===== src/common/adq_pkg.sv =====
// shared constants for the analog acquisition control block
package adq_pkg;
	// register offsets from the base address
	localparam logic [2:0] ADQ_OFF_CMD = 3'h0; // command write, status read
	localparam logic [2:0] ADQ_OFF_CHAN = 3'h1; // input channel select
	localparam logic [2:0] ADQ_OFF_LAST = 3'h2; // scan end channel
	localparam logic [2:0] ADQ_OFF_ICLR = 3'h3; // interrupt clear strobe
	localparam logic [2:0] ADQ_OFF_RLO = 3'h4; // result low byte
	localparam logic [2:0] ADQ_OFF_RHI = 3'h5; // result high byte
	// default base address of the register block
	localparam logic [15:0] ADQ_BASE_DEF = 16'hF700;
	// command register bit positions
	localparam int ADQ_CMD_RUN = 0; // start/stop
	localparam int ADQ_CMD_SCAN = 1; // sequential scan
	localparam int ADQ_CMD_PACE = 2; // pacer starts enabled
	localparam int ADQ_CMD_TRIG = 3; // external trigger enabled
	localparam int ADQ_CMD_IEN = 4; // interrupt enable
	localparam int ADQ_CMD_IEOS = 5; // interrupt at end of scan only
	localparam int ADQ_CMD_GAIN = 6; // two-bit gain code, bits 7:6
	// status register bit positions
	localparam int ADQ_ST_BUSY = 0;
	localparam int ADQ_ST_DONE = 1;
	localparam int ADQ_ST_IRQ = 2;
	localparam int ADQ_ST_EOS = 3;
	// reset values
	localparam logic [7:0] ADQ_CMD_RST = 8'h00;
	localparam logic [7:0] ADQ_CHAN_RST = 8'h00;
	// timing: clock period and conversion time
	localparam int ADQ_CLK_NS = 40;
	localparam int ADQ_CONV_NS = 35000;
	localparam int ADQ_CONV_CYC = (ADQ_CONV_NS + ADQ_CLK_NS - 1) / ADQ_CLK_NS;
	// pacer: longest period in ms, divided by two to the n
	localparam int ADQ_PACER_MS = 1000;
	localparam int ADQ_PACER_CYC = ADQ_PACER_MS * (1000000 / ADQ_CLK_NS);
	localparam int ADQ_PACER_NMAX = 10;
endpackage : adq_pkg


===== src/common/adq_bus_if.sv =====
// memory bus between the host end and the acquisition device
`timescale 1ns/1ps
interface adq_bus_if;
	logic [15:0] addr; // byte address
	logic [7:0] wdata; // write data
	logic wr; // write strobe
	logic rd; // read strobe
	logic [7:0] rdata; // read data, cycle after rd
	logic irq; // interrupt request level
	// documented device end
	modport device (input addr, input wdata, input wr, input rd, output rdata, output irq);
	// host processor end
	modport host (output addr, output wdata, output wr, output rd, input rdata, input irq);
endinterface : adq_bus_if


===== src/rtl/adq_device_end.sv =====
// acquisition device end: registers, start logic, scan and interrupt
`timescale 1ns/1ps
module adq_device_end import adq_pkg::*; #(
	parameter logic [15:0] BASE_ADDR = ADQ_BASE_DEF,
	parameter int CHAN_W = 5,
	parameter int CONV_CYC = ADQ_CONV_CYC,
	parameter int PACER_CYC = ADQ_PACER_CYC
) (
	// clock and reset
	input wire logic core_clk,
	input wire logic reset,
	// host bus
	adq_bus_if.device bus,
	// converter and multiplexer side
	input wire logic [11:0] adcResult,
	output logic sampleHold,
	output logic [CHAN_W-1:0] muxChannel,
	output logic [1:0] gainSel,
	// start sources and jumpers
	input wire logic extTrigger,
	input wire logic [3:0] pacerRange
);
	// selector spans 16 or 32 single-ended inputs
	if (CHAN_W < 4 || CHAN_W > 5) begin : g_chk_chan
		$error("channel width must be 4 or 5");
	end
	if (CONV_CYC < 2) begin : g_chk_conv
		$error("conversion count too small");
	end
	if (BASE_ADDR[2:0] != 3'h0) begin : g_chk_base
		$error("base address must be eight-byte aligned");
	end

	localparam int CNT_W = $clog2(CONV_CYC + 1);

	// one-hot conversion states
	typedef enum logic [1:0] {
		ADQ_IDLE = 2'b01, // waiting for a start
		ADQ_CONV = 2'b10 // holding and converting
	} adq_conv_t;

	typedef struct packed {
		adq_conv_t st; // conversion state
		logic [7:0] cmd; // acquisition_command
		logic [CHAN_W-1:0] chan; // input_channel_select
		logic [CHAN_W-1:0] last; // scan_end_channel
		logic [11:0] result; // conversion_result
		logic done; // result ready
		logic eos; // end of scan reached
		logic irqPend; // pending interrupt
		logic trigPrev; // trigger level last cycle
		logic [CNT_W-1:0] cnt; // conversion cycles left
		logic [7:0] rdata; // registered read data
	} adq_dev_state_t;

	adq_dev_state_t q_reg, q_next;

	// decoded bus strobes
	logic hit;
	logic [2:0] off;
	logic wrCmd, wrChan, wrLast, wrIclr, rdHi;
	logic trigRise, pacerTick;
	logic startReq, finish, lastConv, intEvent;
	logic [7:0] status;

	// true when the address lands in this block's window
	function automatic logic addr_hit(input logic [15:0] a);
		return a[15:3] == BASE_ADDR[15:3];
	endfunction : addr_hit

	// a bus write strobe aimed at one offset
	function automatic logic wr_at(input logic [2:0] o);
		return bus.wr && hit && off == o;
	endfunction : wr_at

	// pacer divider runs only while pacer starts are enabled
	adq_pacer #(
		.FULL_CYC(PACER_CYC)
	) u_pacer (
		.core_clk(core_clk),
		.reset(reset),
		.enable(q_reg.cmd[ADQ_CMD_PACE] && q_reg.cmd[ADQ_CMD_RUN]),
		.rangeSel(pacerRange),
		.tick(pacerTick)
	);

	// address decode
	assign hit = addr_hit(bus.addr);
	assign off = bus.addr[2:0];
	assign wrCmd = wr_at(ADQ_OFF_CMD);
	assign wrChan = wr_at(ADQ_OFF_CHAN);
	assign wrLast = wr_at(ADQ_OFF_LAST);
	assign wrIclr = wr_at(ADQ_OFF_ICLR);
	// reading the high byte ends a word read, so it restarts
	assign rdHi = bus.rd && hit && off == ADQ_OFF_RHI;

	// external trigger counts on its rising edge only
	assign trigRise = extTrigger && !q_reg.trigPrev;

	// non-command starts need the run bit; busy starts are dropped
	assign startReq = q_reg.cmd[ADQ_CMD_RUN] && (rdHi
		|| (q_reg.cmd[ADQ_CMD_PACE] && pacerTick)
		|| (q_reg.cmd[ADQ_CMD_TRIG] && trigRise));

	// conversion ends when the hold count runs out
	assign finish = q_reg.st == ADQ_CONV && q_reg.cnt == '0;
	assign lastConv = q_reg.cmd[ADQ_CMD_SCAN] && q_reg.chan == q_reg.last;
	// per-conversion or end-of-scan interrupt source
	assign intEvent = finish && q_reg.cmd[ADQ_CMD_IEN]
		&& (!q_reg.cmd[ADQ_CMD_IEOS] || lastConv);

	// status byte, upper bits read zero
	always_comb begin
		status = 8'h00;
		status[ADQ_ST_BUSY] = q_reg.st == ADQ_CONV;
		status[ADQ_ST_DONE] = q_reg.done;
		status[ADQ_ST_IRQ] = q_reg.irqPend;
		status[ADQ_ST_EOS] = q_reg.eos;
	end

	// next state
	always_comb begin
		q_next = q_reg;
		q_next.trigPrev = extTrigger;
		q_next.rdata = 8'h00; // read data stand one cycle only
		// conversion sequencer
		case (q_reg.st)
			ADQ_IDLE: begin
				if (startReq) begin
					q_next.st = ADQ_CONV;
					q_next.cnt = CNT_W'(CONV_CYC - 1);
					q_next.done = 1'b0;
				end
			end
			ADQ_CONV: begin
				if (q_reg.cnt != '0) begin
					q_next.cnt = q_reg.cnt - 1'b1;
				end else begin
					// take the held sample's code
					q_next.st = ADQ_IDLE;
					q_next.result = adcResult;
					q_next.done = 1'b1;
					if (lastConv) begin
						q_next.eos = 1'b1;
						q_next.cmd[ADQ_CMD_RUN] = 1'b0;
					end else if (q_reg.cmd[ADQ_CMD_SCAN]) begin
						q_next.chan = q_reg.chan + 1'b1;
					end
				end
			end
			default: begin
				q_next.st = ADQ_IDLE;
			end
		endcase
		// command write comes last so it overrides the sequencer
		if (wrCmd) begin
			q_next.cmd = bus.wdata;
			q_next.eos = 1'b0;
			if (bus.wdata[ADQ_CMD_RUN]) begin
				// restart even mid-conversion; old sample is dropped
				q_next.st = ADQ_CONV;
				q_next.cnt = CNT_W'(CONV_CYC - 1);
				q_next.done = 1'b0;
			end else begin
				q_next.st = ADQ_IDLE; // stop aborts any conversion
			end
		end
		// host channel write beats the scan increment
		if (wrChan) begin
			q_next.chan = bus.wdata[CHAN_W-1:0];
		end
		if (wrLast) begin
			q_next.last = bus.wdata[CHAN_W-1:0];
		end
		// clear first, so a same-cycle event still sets
		if (wrIclr) begin
			q_next.irqPend = 1'b0;
		end
		if (intEvent) begin
			q_next.irqPend = 1'b1;
		end
		// read mux; unmapped and write-only offsets read zero
		if (bus.rd && hit) begin
			case (off)
				ADQ_OFF_CMD: q_next.rdata = status;
				ADQ_OFF_CHAN: q_next.rdata = 8'(q_reg.chan);
				ADQ_OFF_RLO: q_next.rdata = {q_reg.result[3:0], 4'h0};
				ADQ_OFF_RHI: q_next.rdata = q_reg.result[11:4];
				default: q_next.rdata = 8'h00;
			endcase
		end
	end

	// state register
	always_ff @(posedge core_clk) begin
		if (reset) begin
			q_reg <= '0;
			q_reg.st <= ADQ_IDLE;
			q_reg.cmd <= ADQ_CMD_RST;
			q_reg.chan <= ADQ_CHAN_RST[CHAN_W-1:0];
		end else begin
			q_reg <= q_next;
		end
	end

	// outputs
	assign bus.rdata = q_reg.rdata;
	assign bus.irq = q_reg.irqPend;
	assign sampleHold = q_reg.st == ADQ_CONV;
	assign muxChannel = q_reg.chan;
	assign gainSel = q_reg.cmd[ADQ_CMD_GAIN +: 2];
endmodule : adq_device_end


===== src/rtl/adq_pacer.sv =====
// crystal pacer: divides the core clock into start ticks
`timescale 1ns/1ps
module adq_pacer import adq_pkg::*; #(
	parameter int FULL_CYC = ADQ_PACER_CYC
) (
	// clock and reset
	input wire logic core_clk,
	input wire logic reset,
	// control
	input wire logic enable,
	input wire logic [3:0] rangeSel,
	// output
	output logic tick
);
	if (FULL_CYC < 2048) begin : g_chk
		$error("pacer full count too small for ten ranges");
	end

	typedef struct packed {
		logic [31:0] cnt; // cycles in the current period
		logic tick; // one-cycle start pulse
	} adq_pacer_state_t;

	adq_pacer_state_t q_reg, q_next;
	logic [3:0] rangeClamp;
	logic [31:0] period;

	// ranges above the top one clamp rather than wrap
	assign rangeClamp = (rangeSel > 4'(ADQ_PACER_NMAX)) ? 4'(ADQ_PACER_NMAX) : rangeSel;
	assign period = 32'(FULL_CYC) >> rangeClamp;

	// next state: count, pulse and restart at period end
	always_comb begin
		q_next = q_reg;
		q_next.tick = 1'b0;
		if (!enable) begin
			q_next.cnt = 32'h0; // disabled pacer restarts from zero
		end else if (q_reg.cnt >= period - 32'h1) begin
			q_next.cnt = 32'h0;
			q_next.tick = 1'b1;
		end else begin
			q_next.cnt = q_reg.cnt + 32'h1;
		end
	end

	// state register
	always_ff @(posedge core_clk) begin
		if (reset) begin
			q_reg <= '0;
		end else begin
			q_reg <= q_next;
		end
	end

	assign tick = q_reg.tick;
endmodule : adq_pacer


===== src/flat_wrapper.sv =====
// flat-port wrapper written by rule: the top's interface ports become plain ports
module adq_device_end_flat import adq_pkg::*;
#(
	parameter logic [15:0] BASE_ADDR = ADQ_BASE_DEF,
	parameter int CHAN_W = 5,
	parameter int CONV_CYC = ADQ_CONV_CYC,
	parameter int PACER_CYC = ADQ_PACER_CYC
)
  (core_clk, reset, adcResult, sampleHold, muxChannel, gainSel, extTrigger, pacerRange, bus_addr, bus_wdata, bus_wr, bus_rd, bus_rdata, bus_irq);
  adq_bus_if bus_i ();
  input wire logic core_clk;
  input wire logic reset;
  input wire logic [11:0] adcResult;
  output logic sampleHold;
  output logic [CHAN_W-1:0] muxChannel;
  output logic [1:0] gainSel;
  input wire logic extTrigger;
  input wire logic [3:0] pacerRange;
  input wire logic [$bits(bus_i.addr)-1:0] bus_addr;
  input wire logic [$bits(bus_i.wdata)-1:0] bus_wdata;
  input wire logic [$bits(bus_i.wr)-1:0] bus_wr;
  input wire logic [$bits(bus_i.rd)-1:0] bus_rd;
  output wire logic [$bits(bus_i.rdata)-1:0] bus_rdata;
  output wire logic [$bits(bus_i.irq)-1:0] bus_irq;
  assign bus_i.addr = bus_addr;
  assign bus_i.wdata = bus_wdata;
  assign bus_i.wr = bus_wr;
  assign bus_i.rd = bus_rd;
  assign bus_rdata = bus_i.rdata;
  assign bus_irq = bus_i.irq;
  adq_device_end #(.BASE_ADDR(BASE_ADDR), .CHAN_W(CHAN_W), .CONV_CYC(CONV_CYC), .PACER_CYC(PACER_CYC)) u_core (.core_clk(core_clk), .reset(reset), .bus(bus_i), .adcResult(adcResult), .sampleHold(sampleHold), .muxChannel(muxChannel), .gainSel(gainSel), .extTrigger(extTrigger), .pacerRange(pacerRange));
endmodule

===== config.mk =====
export PLATFORM = sky130hd
export DESIGN_NAME = adq_device_end_flat
export DESIGN_NICKNAME = d
export VERILOG_FILES = /design/src/common/adq_pkg.sv /design/src/common/adq_bus_if.sv /design/src/rtl/adq_device_end.sv /design/src/rtl/adq_pacer.sv /design/src/flat_wrapper.sv
export SDC_FILE = /design/constraint.sdc
export NUM_CORES = 1
export LEC_CHECK = 0
export BUFFER_PORTS_ARGS = -buffer_cell sky130_fd_sc_hd__buf_2
export CORE_UTILIZATION = 32
export DETAILED_ROUTE_END_ITERATION = 8
export PLACE_DENSITY_LB_ADDON = 0.1
export SLEW_MARGIN = 20
export SYNTH_ARGS = -nofsm -noshare
export SYNTH_HDL_FRONTEND = slang
export SYNTH_SLANG_ARGS = --single-unit

===== constraint.sdc =====
create_clock -name core_clk -period 3.85 [get_ports core_clk]
set_clock_uncertainty 0.15 [all_clocks]
set_input_delay 0.385 -clock core_clk [delete_from_list [all_inputs] [get_ports core_clk]]
set_output_delay 0.385 -clock core_clk [all_outputs]
set_load 0.03 [all_outputs]

Word-level counts from Yosys, hierarchy flattened
Index checks and enable logic that the tools add are counted.
- input bits: 45
- output and inout port bits: 17
- register bits after elaboration: 87
- mux-type cells: 28
- reduce and logical (&&, ||, !) cells: 38
- shift-type cells: 1
- $add $sub $neg: 4
- equality and inequality tests: 14
- $lt $le $gt $ge: 2
- bitwise logic cells: 3
- operators by type and width (operator ; number):
    10-bit 2-to-1 mux ; 5
    32-bit by 1-bit adder with 32-bit output (second input constant) ; 1
    32-bit greater-or-equal comparator ; 1
    8-bit one-hot mux with 4 select lines ; 1
    25-bit by 4-bit >> shifter with 32-bit output (first input constant) ; 1
    32-bit by 1-bit subtractor with 32-bit output (second input constant) ; 1
    10-bit one-hot mux with 2 select lines ; 1
    1-bit logical AND ; 16
    5-bit 2-to-1 mux ; 3
    13-bit == test (second input constant) ; 1
    6-bit 2-to-1 mux ; 2
    10-bit zero test ; 1
    2-bit 2-to-1 mux ; 5
    10-bit nonzero test ; 1
    2-bit nonzero test ; 5
    10-bit by 1-bit subtractor with 10-bit output (second input constant) ; 1
    1-bit 2-to-1 mux ; 8
    3-bit by 2-bit == test with 1-bit output (second input constant) ; 2
    3-bit == test (second input constant) ; 2
    2-bit by 1-bit != test with 1-bit output (second input constant) ; 3
    3-bit AND reduction ; 2
    2-bit OR reduction ; 3
    5-bit by 1-bit adder with 5-bit output (second input constant) ; 1
    5-bit == test ; 1
    other kinds (16) ; 22

Longest topological paths before layout
- depth after elaboration: 10
- gate-level depth with buffers: 17

Cells and area by module
Synthesis repeated with hierarchy kept, for this count alone.
- cell total of the unflattened synthesis: 650
- area, all modules: 5316.3 sq um
- modules (own cells, without submodules) (module ; instances ; cells an instance ; sequential area each (sq um) ; area an instance (sq um)):
    adq_device_end ; 1 ; 343 ; 1081.0 ; 2854.0
    adq_pacer ; 1 ; 307 ; 660.6 ; 2462.4

Worst setup path before layout
Ideal clock, no wire load.
- path type: input to register
- start point: input port pacerRange[0]
- end point: register u_core.u_pacer.q_reg[15] (netlist bit)
- stages: 17
- setup time: 0.128 ns
- arrival: 2.928 ns
- setup slack: 0.645 ns
- buffers on the path: 2
- path through: clkbuf_1 inv_1 nor2_1 o22ai_1 ha_1 xor2_1 a21oi_1 a21oi_1 nor2_1 ha_1 a21oi_1 o21ai_0 a41oi_1 o21ai_1 a21o_1 clkbuf_1 nor2_1
- cells in the longest elaborated chain, start to end: 6
- ends and longest elaborated chain (element ; line ; text):
    start: declaration ; flat_wrapper.sv:18 ; input wire logic [3:0] pacerRange;
    4-bit greater-than comparator ; adq_pacer.sv:29 ; assign rangeClamp = (rangeSel > 4'(ADQ_PACER_NMAX)) ? 4'(ADQ_PACER_NMAX) : rangeSel;
    4-bit 2-to-1 mux (*) ; adq_pacer.sv:29 ;
    25-bit by 4-bit >> shifter with 32-bit output (*) ; adq_pacer.sv:30 ; assign period = 32'(FULL_CYC) >> rangeClamp;
    32-bit by 1-bit subtractor with 32-bit output (*) ; adq_pacer.sv:38 ; end else if (q_reg.cnt >= period - 32'h1) begin
    32-bit greater-or-equal comparator (*) ; adq_pacer.sv:38 ;
    3-bit OR reduction (no source line) (*) ; -- ;
    end signal: assignment ; adq_pacer.sv:51 ; q_reg <= q_next;
    end: declaration ; adq_pacer.sv:24 ; adq_pacer_state_t q_reg, q_next;
Mark *: on every way between the ends. The rest lies on a longest branch, timed or not.
A chain may end at the register's enable or synchronous reset.

Worst setup path after layout
- start point: input port pacerRange[2]
- end point: register u_core.u_pacer.q_reg[23] (netlist bit)
Same word-level chain as after synthesis.

==> impl_metrics.ini <==
[floorplanning]
core_area_um2 = 15900
fp.dieW_um = 130
die_y_um = 130
initial_utilization_pct = 32.8
rows = 46
die-area_um2 = 16800
io_pins = 62

[clock_network]
hold_buffers = 0
htree_levels = 3
post_cts_buffers = 0
max-clock-path-buffers = 2
clock_sinks = 87
root_buffer = clkbuf_16
cts-buffers-inserted = 9
clk_latency_ns = 0.35
post_cts_resized = 0
cts_tree = yes
cts.reportedPaths.clkPinSlew_ns = 0.07

[final_layout]
drive_gt1_share_pct = 13.0
largest_reg_flops = 38
final_core_util_pct = 37.3
nFillCells = 1692
syn_to_final_growth_pct = 13.7
layout_common_cells = 87 x nor2_1, 87 x nand2_1, 87 x dfxtp_1
antenna_cells = 0
layout.nets = 771

[detailed_routing]
drt_iter0_markers = 275
vias = 4547
wire_per_inst_um = 13.8
drcViolationCount = 0
postRouteAntennaNets = 0
drt-total-wl_mm = 12.6
first_pass_iters = 5
viasPerCell = 5.00

[worst_setup_path]
crit_type = primary input to flip-flop
path_cells = buf_2 -> inv_1 -> nor2_1 -> nand3_1 -> ha_1 -> xor2_1 -> a21oi_1 -> a21oi_1 -> nor2_1 -> ha_1 -> a21oi_1 -> o21ai_0 -> a41oi_1 -> o21ai_1 -> a21o_1 -> buf_4 -> nor2_1
critical_path.startpoint_type = primary input
cp_slowest_cell = a21o_1
arrival_ns = 3.29
critPathCaptureType = flip-flop
max_stage_delay_ns = 0.34
r2r_end = u_core.muxChannel[1]
critPathMaxFanout = 24
cp.required_ns = 3.94
r2r_cells = 7
r2r_start = u_core.q_reg[52]
reg2reg_slack_ns = 0.98

[timing]
worst_slack_ns = 0.652
slew_viol_final = 0
slew_headroom_pct = 40.3
hold_viol = 0
tns_ns = 0
finalSetupViolations = 0
finalCriticalPeriod_ns = 3.20
fmax_mhz = 313
worst_pin_slew_ns = 0.895
rsz0062_at_grt = no
finalCritPeriodShare_pct = 83.1

[placement]
pre_cts_ws_ns = 0.277
place_hpwl_mm = 9.32
routabilityCongestion = 0.795
io_buffer_count = 61

[synth]
synthCells = 649
ys.warnings.count = 0
ys_types = 60
ys_ff_latch = 87
async_reset_ff_share_pct = 0
synth-main-ff-cell = dfxtp_1
synth_edf_count = 0
seq_area_frac_synth_pct = 33.4
synth_area_per_cell_um2 = 8.03
synth_area_um2 = 5210

[grt]
grt.total_usage_pct = 15.5
antenna_found_initial = 0
grt_max_degree = 47
grt_pass1_wl_mm = 20.5
grt_pass1_vias = 4095
grt_overflow = 0

[hold_path]
holdPathStages = 3
hold_class = primary input to flip-flop
min_to = u_core.q_reg[24]
min-delay-start = adcResult[2]

[pwr]
p_per_area_nw_per_um2 = 413
total_leakage_power_nw = 2.40
peakVddDrop_mv = 0.214

[status]
status = completed

[job]
maxCapViolCount = 0
final cells by class:
class                      instances  area, µm²  area share (%)
tap                              216        270            4.56
clock inverter                     7       85.1            1.44
timing repair buffer              65        335            5.66
clock buffer                       9        225            3.80
inverter                          16       60.1            1.01
sequential                        87       1740            29.4
multi-input combinational        509       3210            54.1
routing by layer:
layer	up-vias	routed length, µm	GRT usage (%)
li1	2331	-	-
met1	2099	6000	20.3
met2	101	5780	25.4
met3	16	583	2.68
met4	0	214	6.02
met5	-	0	0
Yosys cell counts, drive strengths merged, types with 2 or more instances:
library cell,count,share of area (%)
a21o,8,1.2
o31ai,7,1.0
and2,8,0.96
or3,5,0.60
and4,5,0.84
ha,38,9.1
a221o,2,0.38
buf,18,2.5
nor2b,8,0.96
inv,16,1.2
nand4,18,2.3
mux2i,14,2.7
a22oi,3,0.43
clkbuf,25,1.8
nand3,15,1.4
and3,7,0.84
nor3,11,1.4
mux2,5,1.1
o21a,4,0.58
xor2,29,4.9
a41oi,2,0.34
a31oi,2,0.24
a21oi,47,4.5
o21ai,29,2.8
dfxtp,87,33
nand2,87,6.3
a211oi,10,1.7
o21bai,2,0.29
nor2,87,6.3
o211ai,2,0.29
nand2b,5,0.60
xnor2,15,2.5
o22ai,4,0.48
nand3b,4,0.58
nor4,5,0.89
worst max-delay path by stage:
stage | from | end | slack, ns | cells past startpoint
2_1_floorplan | pacerRange[0] | u_core.u_pacer.q_reg[15] | 0.64 | 17
3_3_place_gp | pacerRange[2] | u_core.u_pacer.q_reg[20] | 0.38 | 17
3_5_place_dp | pacerRange[2] | u_core.u_pacer.q_reg[23] | 0.28 | 17
4_1_cts | pacerRange[2] | u_core.u_pacer.q_reg[23] | 0.64 | 17
5_1_grt | pacerRange[2] | u_core.u_pacer.q_reg[27] | 0.24 | 17
6_report | pacerRange[2] | u_core.u_pacer.q_reg[23] | 0.65 | 17
where the power goes:
| part | internal [mW] | total (mW) | switching, mW |
|---|---|---|---|
| Clock | 0.517 | 0.919 | 0.403 |
| Combinational | 0.226 | 0.571 | 0.345 |
| Sequential | 0.929 | 0.954 | 0.0254 |
| Total | 1.67 | 2.44 | 0.773 |
logic make-up after synthesis:
logic type | synth area share (%)
other | 0.0719
DFF | 33.4
and+or+nand+nor | 25.2
muxes | 3.77
AOI/OAI and AO/OA | 15.5
adders and majority gates | 9.12
xor gates and xnor gates | 7.39
buffers and inverters | 5.50
metrics by stage:
step	hold slack, ns	area, µm²	total power, mW	std cells
final	0.121	5920	2.44	909
after global routing	0.125	5920	2.58	909
after CTS	0.107	5920	2.48	909
after detailed placement	0.293	5610	1.55	893
after global placement	0.288	5610	1.53	893
after floorplan	0.278	5240	1.41	655
critical path, delay by kind of cell:
family | cells | cell delay, ns
AOI/OAI and AO/OA | 7 | 1.04
xor gates and xnor gates | 1 | 0.16
adders and majority gates | 2 | 0.44
buffers and inverters | 3 | 0.75
and+or+nand+nor | 4 | 0.51
No activity file was read; power rests on OpenSTA's default activity.
